File: config.mk
export PLATFORM = sky130hd
export DESIGN_NAME = ssi_status_indicator
export DESIGN_NICKNAME = d
export VERILOG_FILES = /design/src/ssi_pkg.sv /design/src/ssi_status_indicator.sv /design/src/ssi_sync.sv /design/src/ssi_flash_gen.sv
export SDC_FILE = /design/constraint.sdc
export NUM_CORES = 1
export LEC_CHECK = 0
export BUFFER_PORTS_ARGS = -buffer_cell sky130_fd_sc_hd__buf_2
export CAP_MARGIN = 15
export CORE_AREA = 2 2 123 125
export CTS_CLUSTER_DIAMETER = 50
export DETAILED_ROUTE_END_ITERATION = 8
export DIE_AREA = 0 0 125 127
export PLACE_DENSITY = 0.68
export SYNTH_ARGS = -nofsm -noshare
export SYNTH_HDL_FRONTEND = slang
export SYNTH_SLANG_ARGS = --single-unit
File: constraint.sdc
create_clock -name ref_clk_in -period 2.1 [get_ports ref_clk_in]
set_clock_uncertainty 0.15 [all_clocks]
set_input_delay 0 -clock ref_clk_in [delete_from_list [all_inputs] [get_ports ref_clk_in]]
set_output_delay 0 -clock ref_clk_in [all_outputs]
set_load 0.05 [all_outputs]
File: src/ssi_pkg.sv
// Purpose: Shared constants and types for the safety I/O status lamps
// Assumes: One 50 MHz module clock
// Notes: Lamp colours are two-bit codes driven to a bicolour lamp driver
package ssi_pkg;

   // ****************************************
   // Clock and flash timing
   // ****************************************
   localparam int CLK_HZ = 50_000_000;
   localparam int FLASH_SLOW_MHZ = 500; // 0.5 Hz in millihertz
   localparam int FLASH_FAST_MHZ = 2000; // 2 Hz in millihertz
   localparam int SLOW_HALF_DEF =
      int'(64'(CLK_HZ) * 64'd1000 / (64'd2 * 64'(FLASH_SLOW_MHZ)));
   localparam int FAST_HALF_DEF =
      int'(64'(CLK_HZ) * 64'd1000 / (64'd2 * 64'(FLASH_FAST_MHZ)));
   localparam int FLASH_CNT_W = 27;

   // ****************************************
   // Channel counts
   // ****************************************
   localparam int NUM_PAIRS = 10;
   localparam int NUM_SINGLE = 4;
   localparam int NUM_OUT = 4;
   localparam int PIN_W = 2 * NUM_PAIRS + NUM_SINGLE + 2 * NUM_OUT;

   // ****************************************
   // Reset values and encodings
   // ****************************************
   localparam logic [NUM_PAIRS-1:0] CONTACT_RST = 10'h000; // All normally-closed
   localparam logic CONTACT_NC = 1'h0;
   localparam logic CONTACT_NO = 1'h1;

   typedef enum logic [1:0] {
      LAMP_OFF = 2'h0,
      LAMP_GREEN = 2'h1,
      LAMP_RED = 2'h2,
      LAMP_ORANGE = 2'h3
   } ssi_lamp_type;

   typedef enum logic [2:0] {
      RDY_OFF = 3'h0,
      RDY_GREEN = 3'h1,
      RDY_ORANGE = 3'h2,
      RDY_RED = 3'h3,
      RDY_DL_RUN = 3'h4,
      RDY_DL_DONE = 3'h5,
      RDY_IDENT = 3'h6
   } ssi_rdy_type;

endpackage

File: src/ssi_status_indicator.sv
// Purpose: Status lamps of a fail-safe terminal module
// Assumes: Status bits come from logic on ref_clk_in; channel pins are asynchronous
// Notes: Ready, supply and pair lamp outputs are registered two-bit colour codes; single, output and readback lamps are registered one-bit
// Functional notes
// Ready lamp steady green when operational and cyclic link traffic runs.
// Ready lamp steady orange while link communication is being set up.
// Ready lamp steady red whenever any module fault exists; here red only with module_ok_in high and no download or identify.
// Red follows fault presence only, not message reconfiguration.
// Green/red flash at 0.5 Hz while loading, 2 Hz when load done.
// Identify request flashes green/orange or red/orange, chosen by lamp at activation.
// Dynamized supply lamp on when fault-free, steady red when faulty.
// Sensor supply lamp on when fault-free, steady red when faulty.
// NC/NC pair: second lamp red when the inputs disagree.
// NC/NO pair: second lamp red when both inputs are equal.
// NC/NC pair: both lamps green when both inputs carry a signal.
// NC/NO pair: both lamps green when first has signal, second none.
// Per-pair contact type: 0 normally-closed, 1 normally-open; default 0.
// Single input lamp green with signal, off without.
// Fail-safe output lamp green while the output drives.
// Readback lamp green when both output lines idle, else off.
// Flash rates divided from module clock at fifty percent duty.
`timescale 1ns/10ps
module ssi_status_indicator
   import ssi_pkg::*;
#(
   parameter int SLOW_HALF_CYC = SLOW_HALF_DEF,
   parameter int FAST_HALF_CYC = FAST_HALF_DEF
) (
   input wire logic ref_clk_in,
   input wire logic rst_in,
   input wire logic module_ok_in,
   input wire logic link_cyclic_in,
   input wire logic link_setup_in,
   input wire logic fault_present_in,
   input wire logic fw_loading_in,
   input wire logic fw_done_in,
   input wire logic identify_flash_request_in,
   input wire logic dyn_supply_on_in,
   input wire logic dyn_supply_fault_in,
   input wire logic sensor_supply_on_in,
   input wire logic sensor_supply_fault_in,
   input wire logic [NUM_PAIRS-1:0] contact_type_select_in,
   input wire logic [2*NUM_PAIRS-1:0] safe_input_pair_in,
   input wire logic [NUM_SINGLE-1:0] single_input_in,
   input wire logic [NUM_OUT-1:0] safe_output_drive_in,
   input wire logic [NUM_OUT-1:0] out_line_pos_in,
   input wire logic [NUM_OUT-1:0] out_line_neg_in,
   output logic [1:0] ready_lamp_out,
   output logic [1:0] dynamized_supply_lamp_out,
   output logic [1:0] sensor_supply_lamp_out,
   output logic [4*NUM_PAIRS-1:0] pair_lamp_out,
   output logic [NUM_SINGLE-1:0] single_lamp_out,
   output logic [NUM_OUT-1:0] output_lamp_out,
   output logic [NUM_OUT-1:0] output_readback_input_lamp_out
);

   // ****************************************
   // Pair decode
   // ****************************************
   // Returns {lamp x+1, lamp x}; fault shows on the second lamp only
   function automatic logic [3:0] ssi_pair_decode(input logic a, input logic b,
                                                  input logic ct);
      logic [3:0] res;
      res = {LAMP_OFF, LAMP_OFF};
      if (ct == CONTACT_NC) begin
         if (a != b)
            res = {LAMP_RED, LAMP_OFF};
         else if (a)
            res = {LAMP_GREEN, LAMP_GREEN};
      end else begin
         if (a == b)
            res = {LAMP_RED, LAMP_OFF};
         else if (a)
            res = {LAMP_GREEN, LAMP_GREEN};
      end
      return res;
   endfunction

   // ****************************************
   // Pin synchronisation and flash timing
   // ****************************************
   logic [PIN_W-1:0] pin_raw, pin_s;
   logic [2*NUM_PAIRS-1:0] pair_s;
   logic [NUM_SINGLE-1:0] single_s;
   logic [NUM_OUT-1:0] pos_s, neg_s;
   logic slow_ph, fast_ph;

   assign pin_raw = {out_line_neg_in, out_line_pos_in, single_input_in, safe_input_pair_in};
   assign pair_s = pin_s[2*NUM_PAIRS-1:0];
   assign single_s = pin_s[2*NUM_PAIRS +: NUM_SINGLE];
   assign pos_s = pin_s[2*NUM_PAIRS+NUM_SINGLE +: NUM_OUT];
   assign neg_s = pin_s[2*NUM_PAIRS+NUM_SINGLE+NUM_OUT +: NUM_OUT];

   ssi_sync #(
      .WIDTH(PIN_W)
   ) u_sync (
      .ref_clk_in(ref_clk_in),
      .rst_in(rst_in),
      .async_in(pin_raw),
      .sync_out(pin_s)
   );

   ssi_flash_gen #(
      .SLOW_HALF_CYC(SLOW_HALF_CYC),
      .FAST_HALF_CYC(FAST_HALF_CYC)
   ) u_flash (
      .ref_clk_in(ref_clk_in),
      .rst_in(rst_in),
      .slow_phase_out(slow_ph),
      .fast_phase_out(fast_ph)
   );

   // ****************************************
   // Ready lamp
   // ****************************************
   ssi_rdy_type rdy_mode;
   ssi_lamp_type rdy_lamp_q, rdy_lamp_d;
   logic id_req_q, id_req_d;
   logic base_red_q, base_red_d;

   // Mode priority: firmware load beats identify beats steady colours
   always_comb begin
      rdy_mode = RDY_OFF;
      if (!module_ok_in)
         rdy_mode = RDY_OFF;
      else if (fw_done_in)
         rdy_mode = RDY_DL_DONE;
      else if (fw_loading_in)
         rdy_mode = RDY_DL_RUN;
      else if (identify_flash_request_in)
         rdy_mode = RDY_IDENT;
      else if (fault_present_in)
         rdy_mode = RDY_RED;
      else if (link_setup_in)
         rdy_mode = RDY_ORANGE;
      else if (link_cyclic_in)
         rdy_mode = RDY_GREEN;
   end

   // Colour pair for identify is frozen at the rising edge of the request
   always_comb begin
      id_req_d = identify_flash_request_in;
      base_red_d = base_red_q;
      if (identify_flash_request_in && !id_req_q)
         base_red_d = (rdy_lamp_q == LAMP_RED);
      case (rdy_mode)
         RDY_GREEN: rdy_lamp_d = LAMP_GREEN;
         RDY_ORANGE: rdy_lamp_d = LAMP_ORANGE;
         RDY_RED: rdy_lamp_d = LAMP_RED;
         RDY_DL_RUN: rdy_lamp_d = slow_ph ? LAMP_GREEN : LAMP_RED;
         RDY_DL_DONE: rdy_lamp_d = fast_ph ? LAMP_GREEN : LAMP_RED;
         RDY_IDENT: begin
            if (!fast_ph)
               rdy_lamp_d = LAMP_ORANGE;
            else if (base_red_d)
               rdy_lamp_d = LAMP_RED;
            else
               rdy_lamp_d = LAMP_GREEN;
         end
         default: rdy_lamp_d = LAMP_OFF;
      endcase
   end

   always_ff @(posedge ref_clk_in) begin
      if (rst_in) begin
         rdy_lamp_q <= LAMP_OFF;
         id_req_q <= 1'b0;
         base_red_q <= 1'b0;
      end else begin
         rdy_lamp_q <= rdy_lamp_d;
         id_req_q <= id_req_d;
         base_red_q <= base_red_d;
      end
   end

   assign ready_lamp_out = rdy_lamp_q;

   // ****************************************
   // Supply lamps
   // ****************************************
   ssi_lamp_type dyn_lamp_q, dyn_lamp_d, sen_lamp_q, sen_lamp_d;

   // A fault wins over the on indication
   always_comb begin
      dyn_lamp_d = LAMP_OFF;
      sen_lamp_d = LAMP_OFF;
      if (dyn_supply_fault_in)
         dyn_lamp_d = LAMP_RED;
      else if (dyn_supply_on_in)
         dyn_lamp_d = LAMP_GREEN;
      if (sensor_supply_fault_in)
         sen_lamp_d = LAMP_RED;
      else if (sensor_supply_on_in)
         sen_lamp_d = LAMP_GREEN;
   end

   always_ff @(posedge ref_clk_in) begin
      if (rst_in) begin
         dyn_lamp_q <= LAMP_OFF;
         sen_lamp_q <= LAMP_OFF;
      end else begin
         dyn_lamp_q <= dyn_lamp_d;
         sen_lamp_q <= sen_lamp_d;
      end
   end

   assign dynamized_supply_lamp_out = dyn_lamp_q;
   assign sensor_supply_lamp_out = sen_lamp_q;

   // ****************************************
   // Channel lamps
   // ****************************************
   logic [NUM_PAIRS-1:0] ct_q, ct_d;
   logic [4*NUM_PAIRS-1:0] pair_q, pair_d;
   logic [NUM_SINGLE-1:0] single_q, single_d;
   logic [NUM_OUT-1:0] out_q, out_d, rb_q, rb_d;

   generate
      for (genvar i = 0; i < NUM_PAIRS; i++) begin : g_pair
         assign pair_d[4*i +: 4] = ssi_pair_decode(pair_s[2*i], pair_s[2*i+1], ct_q[i]);
      end
   endgenerate

   // Readback lamp lights only when both lines of the output are idle
   always_comb begin
      ct_d = contact_type_select_in;
      single_d = single_s;
      out_d = safe_output_drive_in;
      rb_d = ~(pos_s | neg_s);
   end

   // Contact types fall back to normally-closed on reset
   always_ff @(posedge ref_clk_in) begin
      if (rst_in) begin
         ct_q <= CONTACT_RST;
         pair_q <= '0;
         single_q <= '0;
         out_q <= '0;
         rb_q <= '0;
      end else begin
         ct_q <= ct_d;
         pair_q <= pair_d;
         single_q <= single_d;
         out_q <= out_d;
         rb_q <= rb_d;
      end
   end

   assign pair_lamp_out = pair_q;
   assign single_lamp_out = single_q;
   assign output_lamp_out = out_q;
   assign output_readback_input_lamp_out = rb_q;

   logic steady_ok;
   assign steady_ok = module_ok_in && !fw_done_in && !fw_loading_in
                      && !identify_flash_request_in;
endmodule

File: src/ssi_sync.sv
// Purpose: Two-stage synchroniser for pin inputs
// Assumes: Inputs are asynchronous to ref_clk_in
// Notes: Stage one feeds stage two only
`timescale 1ns/10ps
module ssi_sync
   import ssi_pkg::*;
#(
   parameter int WIDTH = 1
) (
   input wire logic ref_clk_in,
   input wire logic rst_in,
   input wire logic [WIDTH-1:0] async_in,
   output logic [WIDTH-1:0] sync_out
);

   logic [WIDTH-1:0] meta_q;
   logic [WIDTH-1:0] sync_q;

   // ****************************************
   // Two flops, only the second reads the first
   // ****************************************
   always_ff @(posedge ref_clk_in) begin
      if (rst_in) begin
         meta_q <= '0;
         sync_q <= '0;
      end else begin
         meta_q <= async_in;
         sync_q <= meta_q;
      end
   end

   assign sync_out = sync_q;

endmodule

File: src/ssi_flash_gen.sv
// Purpose: Square-wave flash phases divided from the module clock
// Assumes: Half periods of at least two cycles
// Notes: Each phase toggles once per half period, giving even duty
`timescale 1ns/10ps
module ssi_flash_gen
   import ssi_pkg::*;
#(
   parameter int SLOW_HALF_CYC = SLOW_HALF_DEF,
   parameter int FAST_HALF_CYC = FAST_HALF_DEF
) (
   input wire logic ref_clk_in,
   input wire logic rst_in,
   output logic slow_phase_out,
   output logic fast_phase_out
);

   localparam logic [FLASH_CNT_W-1:0] SLOW_LAST = FLASH_CNT_W'(SLOW_HALF_CYC - 1);
   localparam logic [FLASH_CNT_W-1:0] FAST_LAST = FLASH_CNT_W'(FAST_HALF_CYC - 1);

   logic [FLASH_CNT_W-1:0] slow_cnt_q, slow_cnt_d, fast_cnt_q, fast_cnt_d;
   logic slow_ph_q, slow_ph_d, fast_ph_q, fast_ph_d;

   // ****************************************
   // Dividers
   // ****************************************
   // Equal high and low halves keep a 50 percent duty cycle
   always_comb begin
      slow_cnt_d = slow_cnt_q + 1'b1;
      slow_ph_d = slow_ph_q;
      fast_cnt_d = fast_cnt_q + 1'b1;
      fast_ph_d = fast_ph_q;
      if (slow_cnt_q == SLOW_LAST) begin
         slow_cnt_d = '0;
         slow_ph_d = ~slow_ph_q;
      end
      if (fast_cnt_q == FAST_LAST) begin
         fast_cnt_d = '0;
         fast_ph_d = ~fast_ph_q;
      end
   end

   always_ff @(posedge ref_clk_in) begin
      if (rst_in) begin
         slow_cnt_q <= '0;
         fast_cnt_q <= '0;
         slow_ph_q <= 1'b1;
         fast_ph_q <= 1'b1;
      end else begin
         slow_cnt_q <= slow_cnt_d;
         fast_cnt_q <= fast_cnt_d;
         slow_ph_q <= slow_ph_d;
         fast_ph_q <= fast_ph_d;
      end
   end

   assign slow_phase_out = slow_ph_q;
   assign fast_phase_out = fast_ph_q;
endmodule

[After elaboration in Yosys (flattened, before gate mapping)]
Cells that the tools add are included.
Storage, ports and cells
  register bits after elaboration: 190
  output and inout port bits: 58
  word-level logic and storage cells: 116
Cells by class
  reduce and logical (&&, ||, !) cells: 6
  equal/unequal tests: 29
  add/subtract/negate cells: 2
  bitwise operators: 4
  mux-type cells: 57
Operators by type and width (count)
  $mux 4: 30
  $add 27x1->27 const B: 2
  $mux 3: 14
  $eq 27x24->1 const B: 1
  $eq 27x26->1 const B: 1
  $mux 2: 8
  $pmux 2 s6: 1
  $eq 1x1->1: 10
  $ne 1x1->1: 10
  $eq 3x3->1 const B: 3
  $reduce_or 2->1: 4
  $eq 3x2->1 const B: 2
  $mux 1: 4
  $not 4->4: 1
  $or 4x4->4: 1
  $eq 3x1->1 const B: 1
  $eq 2x2->1 const B: 1
  $not 1->1: 2
  $logic_and 1x1->1: 1
  $logic_not 1->1: 1

[Depth between registers and ports, before layout]
Gate-level depths: netlist of run 1.
  word-level depth: 9
  gate-level depth with buffers: 7
  mapped depth without buffers: 5

[Cells and area by module]
A second synthesis of run 1 with hierarchy kept.
Unflattened totals
  cell total of the unflattened synthesis: 643
  area total of the unflattened synthesis: 6573.8 µm²
By module, submodules not included
  ssi_flash_gen: instances 1, area an instance 2622.5 µm², cells each 311
  ssi_status_indicator: instances 1, area an instance 2033.2 µm², cells each 197
  ssi_sync: instances 1, area an instance 1918.1 µm², cells each 135

[Worst setup path after synthesis of run 1]
OpenSTA, ideal clock, no wires.
  kind: flip-flop to flip-flop
  from: register u_flash.fast_cnt_q[0]
  to: register u_flash.fast_cnt_q[11]
  setup time: 0.128 ns
  data required time: 1.822 ns
  slack: 0.107 ns
  clock period less this slack: 1.993 ns
  stages on the path, launching flop included: 8
  buffers on the path: 2
  arrival: 1.716 ns
  cells stage by stage: dfxtp_1 ha_1 and4_1 and4_1 a31o_2 clkbuf_1 clkbuf_1 nor2_1
On the way
  longest elaborated chain between the ends: 2
  elaborated cells between the ends (all ways): 3
  classes of those cells: 1 x add/sub; 1 x eq/ne; 1 x reduce/logical
Ends and longest elaborated chain
  start: declaration: RTL line ssi_flash_gen.sv:20  | logic [FLASH_CNT_W-1:0] slow_cnt_q, slow_cnt_d, fast_cnt_q, fast_cnt_d;
  start signal: assignment: RTL line ssi_flash_gen.sv:50  | fast_cnt_q <= fast_cnt_d;
  parallel branches: the longest is 2 deep, another holds $add 27x1->27
Parallel ways; which one is timed is not known.
A chain may end at the register's enable or synchronous reset.

[Worst setup path after layout of run 1]
  from: register u_flash.fast_cnt_q[13]
  to: register u_flash.fast_cnt_q[26]
The elaborated chain is that of the path after synthesis.

==> metrics.txt, run 1 <==
Die ar. 15,900 um2; Initial Util 44.3%; Pleak 3.52 nW; Detail Route Antenna Nets 0; number of nets in the final layout 902; placed wire-length estimate 8330 um; Critical Path AT 2.23 ns; R2R cell count 4; Fillers 1,214; area of the multi-input gates 2690 um2; first-pass GRT wire length 21,600 um; critical-path maximum fanout 5; commonest cells after routing, fill and taps aside 169 x dfxtp_1, 105 x buf_2, 86 x nor2b_1; non-filler cells, final 1,016; setup TNS 0 ns; routed len/inst 12.8 um; Primary FF master, synth dfxtp_1; Routed WL 13,000 um; Worst Setup Start Kind flop; HP Class in -> reg; CP Capture Type flop; # rows 44; WHS Endpoint u_sync.meta_q[13]$_SDFF_PP0_; Placeable Area 14,400 um2; maximum root-to-sink buffer count 2; largest net degree at the start of global routing 84; Critical Path RT 2.30 ns; gpl congestion 0.847; clk_lat worst skew 0.42 ns; FF+latch area 3400 um2; CP bufs+invs 0; FMAX 492 MHz; routed via count 4,993; setup violators final 0; Area Growth Syn to Fin 31.9%; vias in the first global route 4,914; Worst path slowest cell or4_4; status complete, no violations; Power Dens Cells 846 nW/um2; Max Cap Viol 0; Die Wd 125 um; drt via density 4.91; Final Max Tran Viols 0; synth unique cells 45; leading cell type in the layout, fill and taps excluded dfxtp_1; CTS root buffer clkbuf_16; clk slew on worst S/H paths 0.06 ns; grt ovf 0; EDFF count, synth 0; register-to-register setup slack 0.07 ns; maximum VDD drop 0.650 mV; DRC viols 0; register bit total from synthesis 170; total clock sinks 170; Synthesis Warnings 0; HP Start safe_input_pair_in[13]; IO Count 117; Num CTS Buffers 17; Hold Slack 0.182 ns; min Tclk post-route 2.03 ns; syn avg cell area 9.92 um2; TritonCTS clock tree yes; Port Buffer Count 106; Final Hold Vio Count 0; Post CTS Setup Buffer Count 0; Die Height 127 um; CP top delay family simple AND/OR/NAND/NOR gates; fin crit share 96.8%; sequential area share after synthesis 53.3%; Iter 0 DRT Violations 296; share of layout cells above drive strength 1 20.1%; Post-Place Cells 915; Synth Instances 644; asr flop ratio synth 0%; # diodes 0; hold path depth 3; CP Class reg -> reg; CP cell instances nand4_2 > or4_4 > or4_1 > a21oi_1; origin of the critical flop-to-flop path u_flash.fast_cnt_q[13]$_SDFF_PP0_; 1st-pass router iterations 4; All-Layer GR Usage 16.6%; initial antenna violation count 0; cell area after synthesis 6390 um2; R2R Path End u_flash.fast_cnt_q[26]$_SDFF_PP0_; H-tree depth 4; Final Util 58.4%; slowest cell delay on critical path 0.59 ns
[state kept, by name (all words and copies together) (netlist names), 2 cells and up]
signal                          count
output_lamp_out                     4
ready_lamp_out                      2
ct_q                               10
u_sync.sync_out                    32
dynamized_supply_lamp_out           2
single_lamp_out                     4
u_flash.slow_cnt_q                 27
sensor_supply_lamp_out              2
u_flash.fast_cnt_q                 27
output_readback_input_lamp_out      4
u_sync.meta_q                      32
pair_lamp_out                      20
[cells by family after synthesis]
| group | Yosys count | share of synthesized area [%] |
|---|---|---|
| and+or+nand+nor | 270 | 24.5 |
| xor gates and xnor gates | 33 | 4.53 |
| other | 1 | 0.0587 |
| AOI/OAI and AO/OA | 70 | 6.44 |
| muxes | 10 | 1.57 |
| adders and majority gates | 22 | 4.31 |
| buffers and inverters | 68 | 5.29 |
| DFF | 170 | 53.3 |
[per-layer routing]
metal	share of wire, %	vias up	track usage, %
met1	42	2328	18.3
met4	1.7	0	6.47
met3	4.0	19	4.61
met5	0	-	0
met2	52	114	30.2
li1	-	2532	-
[worst register-to-register path, delay by kind of cell, from the launching register on]
kind,cells,cell delay (ns)
and+or+nand+nor,3,1.28
DFF,1,0.39
AOI/OAI and AO/OA,1,0.14
[worst max-delay path by stage]
stage,start,slack (ns),depth (start not counted),end
floorplan,u_flash.fast_cnt_q[0]$_SDFF_PP0_,0.11,7,u_flash.fast_cnt_q[11]$_SDFF_PP0_
global placement,u_flash.fast_cnt_q[10]$_SDFF_PP0_,0.05,4,u_flash.fast_cnt_q[22]$_SDFF_PP0_
detailed placement,u_flash.fast_cnt_q[10]$_SDFF_PP0_,0.03,4,u_flash.fast_cnt_q[22]$_SDFF_PP0_
CTS,u_flash.fast_cnt_q[10]$_SDFF_PP0_,0.04,4,u_flash.fast_cnt_q[26]$_SDFF_PP0_
global route,u_flash.fast_cnt_q[10]$_SDFF_PP0_,-0.0003,4,u_flash.fast_cnt_q[26]$_SDFF_PP0_
finish,u_flash.fast_cnt_q[13]$_SDFF_PP0_,0.07,4,u_flash.fast_cnt_q[26]$_SDFF_PP0_
[power by group]
group | internal, mW | switching [mW]
registers | 3.34 | 0.0432
logic | 0.250 | 0.346
clock network | 1.93 | 1.22
[synthesized netlist by cell type (5+ instances only)]
master | instances | share of area, %
buf_2 | 5 | 0.39
nand2_1 | 16 | 0.94
nand4_1 | 22 | 2.2
and4_1 | 9 | 1.2
mux2i_1 | 10 | 1.6
ha_1 | 22 | 4.3
nor3_1 | 7 | 0.55
a21oi_1 | 30 | 2.4
nor2b_1 | 86 | 8.4
nor4_1 | 10 | 0.98
o31ai_1 | 12 | 1.4
buf_4 | 20 | 2.4
xnor2_1 | 9 | 1.2
or4_1 | 14 | 1.6
inv_1 | 19 | 1.1
dfxtp_1 | 170 | 53
nand3_1 | 18 | 1.4
or3_1 | 18 | 1.8
o21ai_0 | 19 | 1.5
clkbuf_1 | 22 | 1.3
xor2_1 | 24 | 3.3
nor2_1 | 51 | 3.0
[timing repair]
action                                 4_1_cts  5_1_grt
hold buffers                                71        0
endpoints found under the hold margin       71        0
setup endpoints to repair                    1        5
gates resized for setup                      1        3
[per-stage QoR]
stage	cell area [um2]	setup slack, ns	power [mW]
floorplan	6420	0.107	3.81
global placement	7100	0.0510	3.93
detailed placement	7100	0.0312	3.95
CTS	8410	0.0369	7.19
global route	8420	-0.000350	7.42
finish	8420	0.0668	7.13
[area by class of cell]
class                           instances  area share [%]
Clock inverter                         10            1.68
Sequential cell                       170            40.4
Tap cell                              184            2.73
Inverter                               19           0.847
Multi-Input combinational cell        415            32.0
Timing Repair Buffer                  198            16.9
Clock buffer                           20            5.42
Power figures use the tool's default switching activity.
==> run 2, diff against run 1 <==
CORE_AREA = 2 2 163 165   (was 2 2 123 125)
DIE_AREA = 0 0 165 167   (was 0 0 125 127)
PLACE_DENSITY = unset   (was 0.68)
==> run 2 against run 1 <==
Compared with the run above: fmax is 2.4% higher; die area up 74%; wire length grew 1.4%; sequential power about the same; largest power group unchanged.
==> metrics.txt, run 2 (same netlist as run 1, synthesis figures left out) <==
Worst path slowest cell dlygate4sd3_1; share of layout cells above drive strength 1 21.4% (+1.3 points); critical-path maximum fanout 7 (+2); setup TNS 0 ns (unchanged); Critical Path AT 2.15 ns (-0.08 ns); largest net degree at the start of global routing 91 (+8.3%); Gate power share 8.4% (about the same); RSZ-0062 raised after global routing no; first-pass GRT wire length 22,000 um (+1.7%); Power Dens Cells 820 nW/um2 (-3.1%); gpl congestion 0.781 (-7.8%); CP Class in -> reg; # rows 59 (+34%); CP Capture Type flop; # diodes 0 (unchanged); TritonCTS clock tree yes; Hold Slack 0.165 ns (-0.0171 ns); 1st-pass router iterations 4 (unchanged); leading cell type in the layout, fill and taps excluded dfxtp_1; maximum root-to-sink buffer count 2 (unchanged); Die Wd 165 um (+32%); Switching Share 24.4% (+1.8 points); slowest cell delay on critical path 0.55 ns (-0.04 ns); Pleak 3.54 nW (+0.58%); FMAX 504 MHz (+2.4%); initial antenna violation count 0 (unchanged); Initial Util 24.8% (-19 points); CTS root buffer clkbuf_16; routed len/inst 11.3 um (-12%); CP bufs+invs 3 (+3); IO Count 117 (unchanged); Flop pwr share 47.7% (+0.2 points); vias in the first global route 4,748 (-3.4%); number of nets in the final layout 906 (+0.44%); Num CTS Buffers 17 (unchanged); Detail Route Antenna Nets 0 (unchanged); grt ovf 0 (unchanged); min Tclk post-route 1.99 ns (-0.0477 ns); Placeable Area 25,800 um2 (+79%); Final Max Tran Viols 0 (unchanged); clk slew on worst S/H paths 0.07 ns (about the same); maximum VDD drop 0.382 mV (-41%); total clock sinks 170 (unchanged); clk_lat worst skew 0.43 ns (about the same); Area Growth Syn to Fin 35.2%; routed via count 4,910 (-1.7%); Iter 0 DRT Violations 239 (-19%); Routed WL 13,200 um (+1.4%); commonest cells after routing, fill and taps aside 169 x dfxtp_1, 105 x buf_2, 86 x nor2b_1; switching power 1.73 mW (+7.2%); Internal 5.36 mW (-2.9%); Worst Setup Start Kind primary input; All-Layer GR Usage 9.85% (-6.7 points); placed wire-length estimate 8890 um (+6.6%); setup violators final 0 (unchanged); CP cell instances dlygate4sd3_1 > buf_2 > nor4_2 > and3b_1 > nor4_1 > nor4_1 > dlygate4sd3_1; Die ar. 27,600 um2 (+74%); HP Class in -> reg; DRC viols 0 (unchanged); Clock Power Share 43.9% (-0.3 points); Port Buffer Count 106 (unchanged); Die Height 167 um (+31%); CP top delay family buffers and inverters; Final Hold Vio Count 0 (unchanged); Max Cap Viol 0 (unchanged); status complete, no violations; fin crit share 94.5% (-2.3 points); drt via density 4.19 (-15%); H-tree depth 4 (unchanged); Critical Path RT 2.26 ns (-0.04 ns)
[run 2: worst reg2reg max path, stage by stage, from the launching register on]
cell and delay (ns):
dfxtp_1 0.40, nand4_1 0.17, or4_4 0.53, or4_1 0.51
a21oi_1 0.14
[run 2: worst paths after layout]
check | start | end | slack [ns] | depth (start not counted)
max | identify_flash_request_in | ready_lamp_out[0]$_SDFF_PP0_ | 0.11 | 7
min | safe_input_pair_in[18] | u_sync.meta_q[18]$_SDFF_PP0_ | 0.17 | 3
max reg2reg | u_flash.fast_cnt_q[19]$_SDFF_PP0_ | u_flash.fast_cnt_q[26]$_SDFF_PP0_ | 0.14 | 4
min reg2reg | u_sync.sync_out[27]$_SDFF_PP0_ | output_readback_input_lamp_out[3]$_SDFF_PP0_ | 0.23 | 1
[run 2: metrics by stage]
stage	std cells	utilization (%)	power (mW)	setup slack, ns	instance area [um2]
floorplan	653	-	3.81	0.107	6420
global placement	1076	28.6	3.95	0.0788	7380
detailed placement	1076	28.6	3.95	0.0572	7380
CTS	1172	33.5	7.20	0.0159	8620
global route	1172	33.5	7.38	0.0175	8640
finish	1172	33.5	7.08	0.115	8640
[run 2: cell type report]
| type | count | area [um2] |
|---|---|---|
| fillers | 2570 | 17100 |
| clock inverters | 14 | 165 |
| multi-input cells | 415 | 2700 |
| inverters | 19 | 71.3 |
| repair buffers | 202 | 1450 |
| clock buffers | 17 | 425 |
| flip-flops and latches | 170 | 3400 |
| well taps | 335 | 419 |
[run 2: per-layer routing]
metal  GRT usage, %  share of wire (%)
met4           4.27                1.9
met1           12.0                 46
met5              0                  0
met2           16.4                 49
met3           2.34                3.2
[run 2: power by group through the flow]
| stage | Combinational (mW) | Clock (mW) | Sequential, mW |
|---|---|---|---|
| floorplan | 0.236 | 0 | 3.58 |
| global placement | 0.497 | 0 | 3.45 |
| detailed placement | 0.501 | 0 | 3.45 |
| CTS | 0.598 | 3.22 | 3.38 |
| global route | 0.647 | 3.35 | 3.39 |
| finish | 0.594 | 3.11 | 3.38 |
[run 2: timing repair]
action                                  4_1_cts  5_1_grt
endpoints found under the hold margin        69        0
buffers inserted                              0        0
gates resized for setup                       0        4
endpoints found under the setup margin        0        4
hold buffers                                 65        0
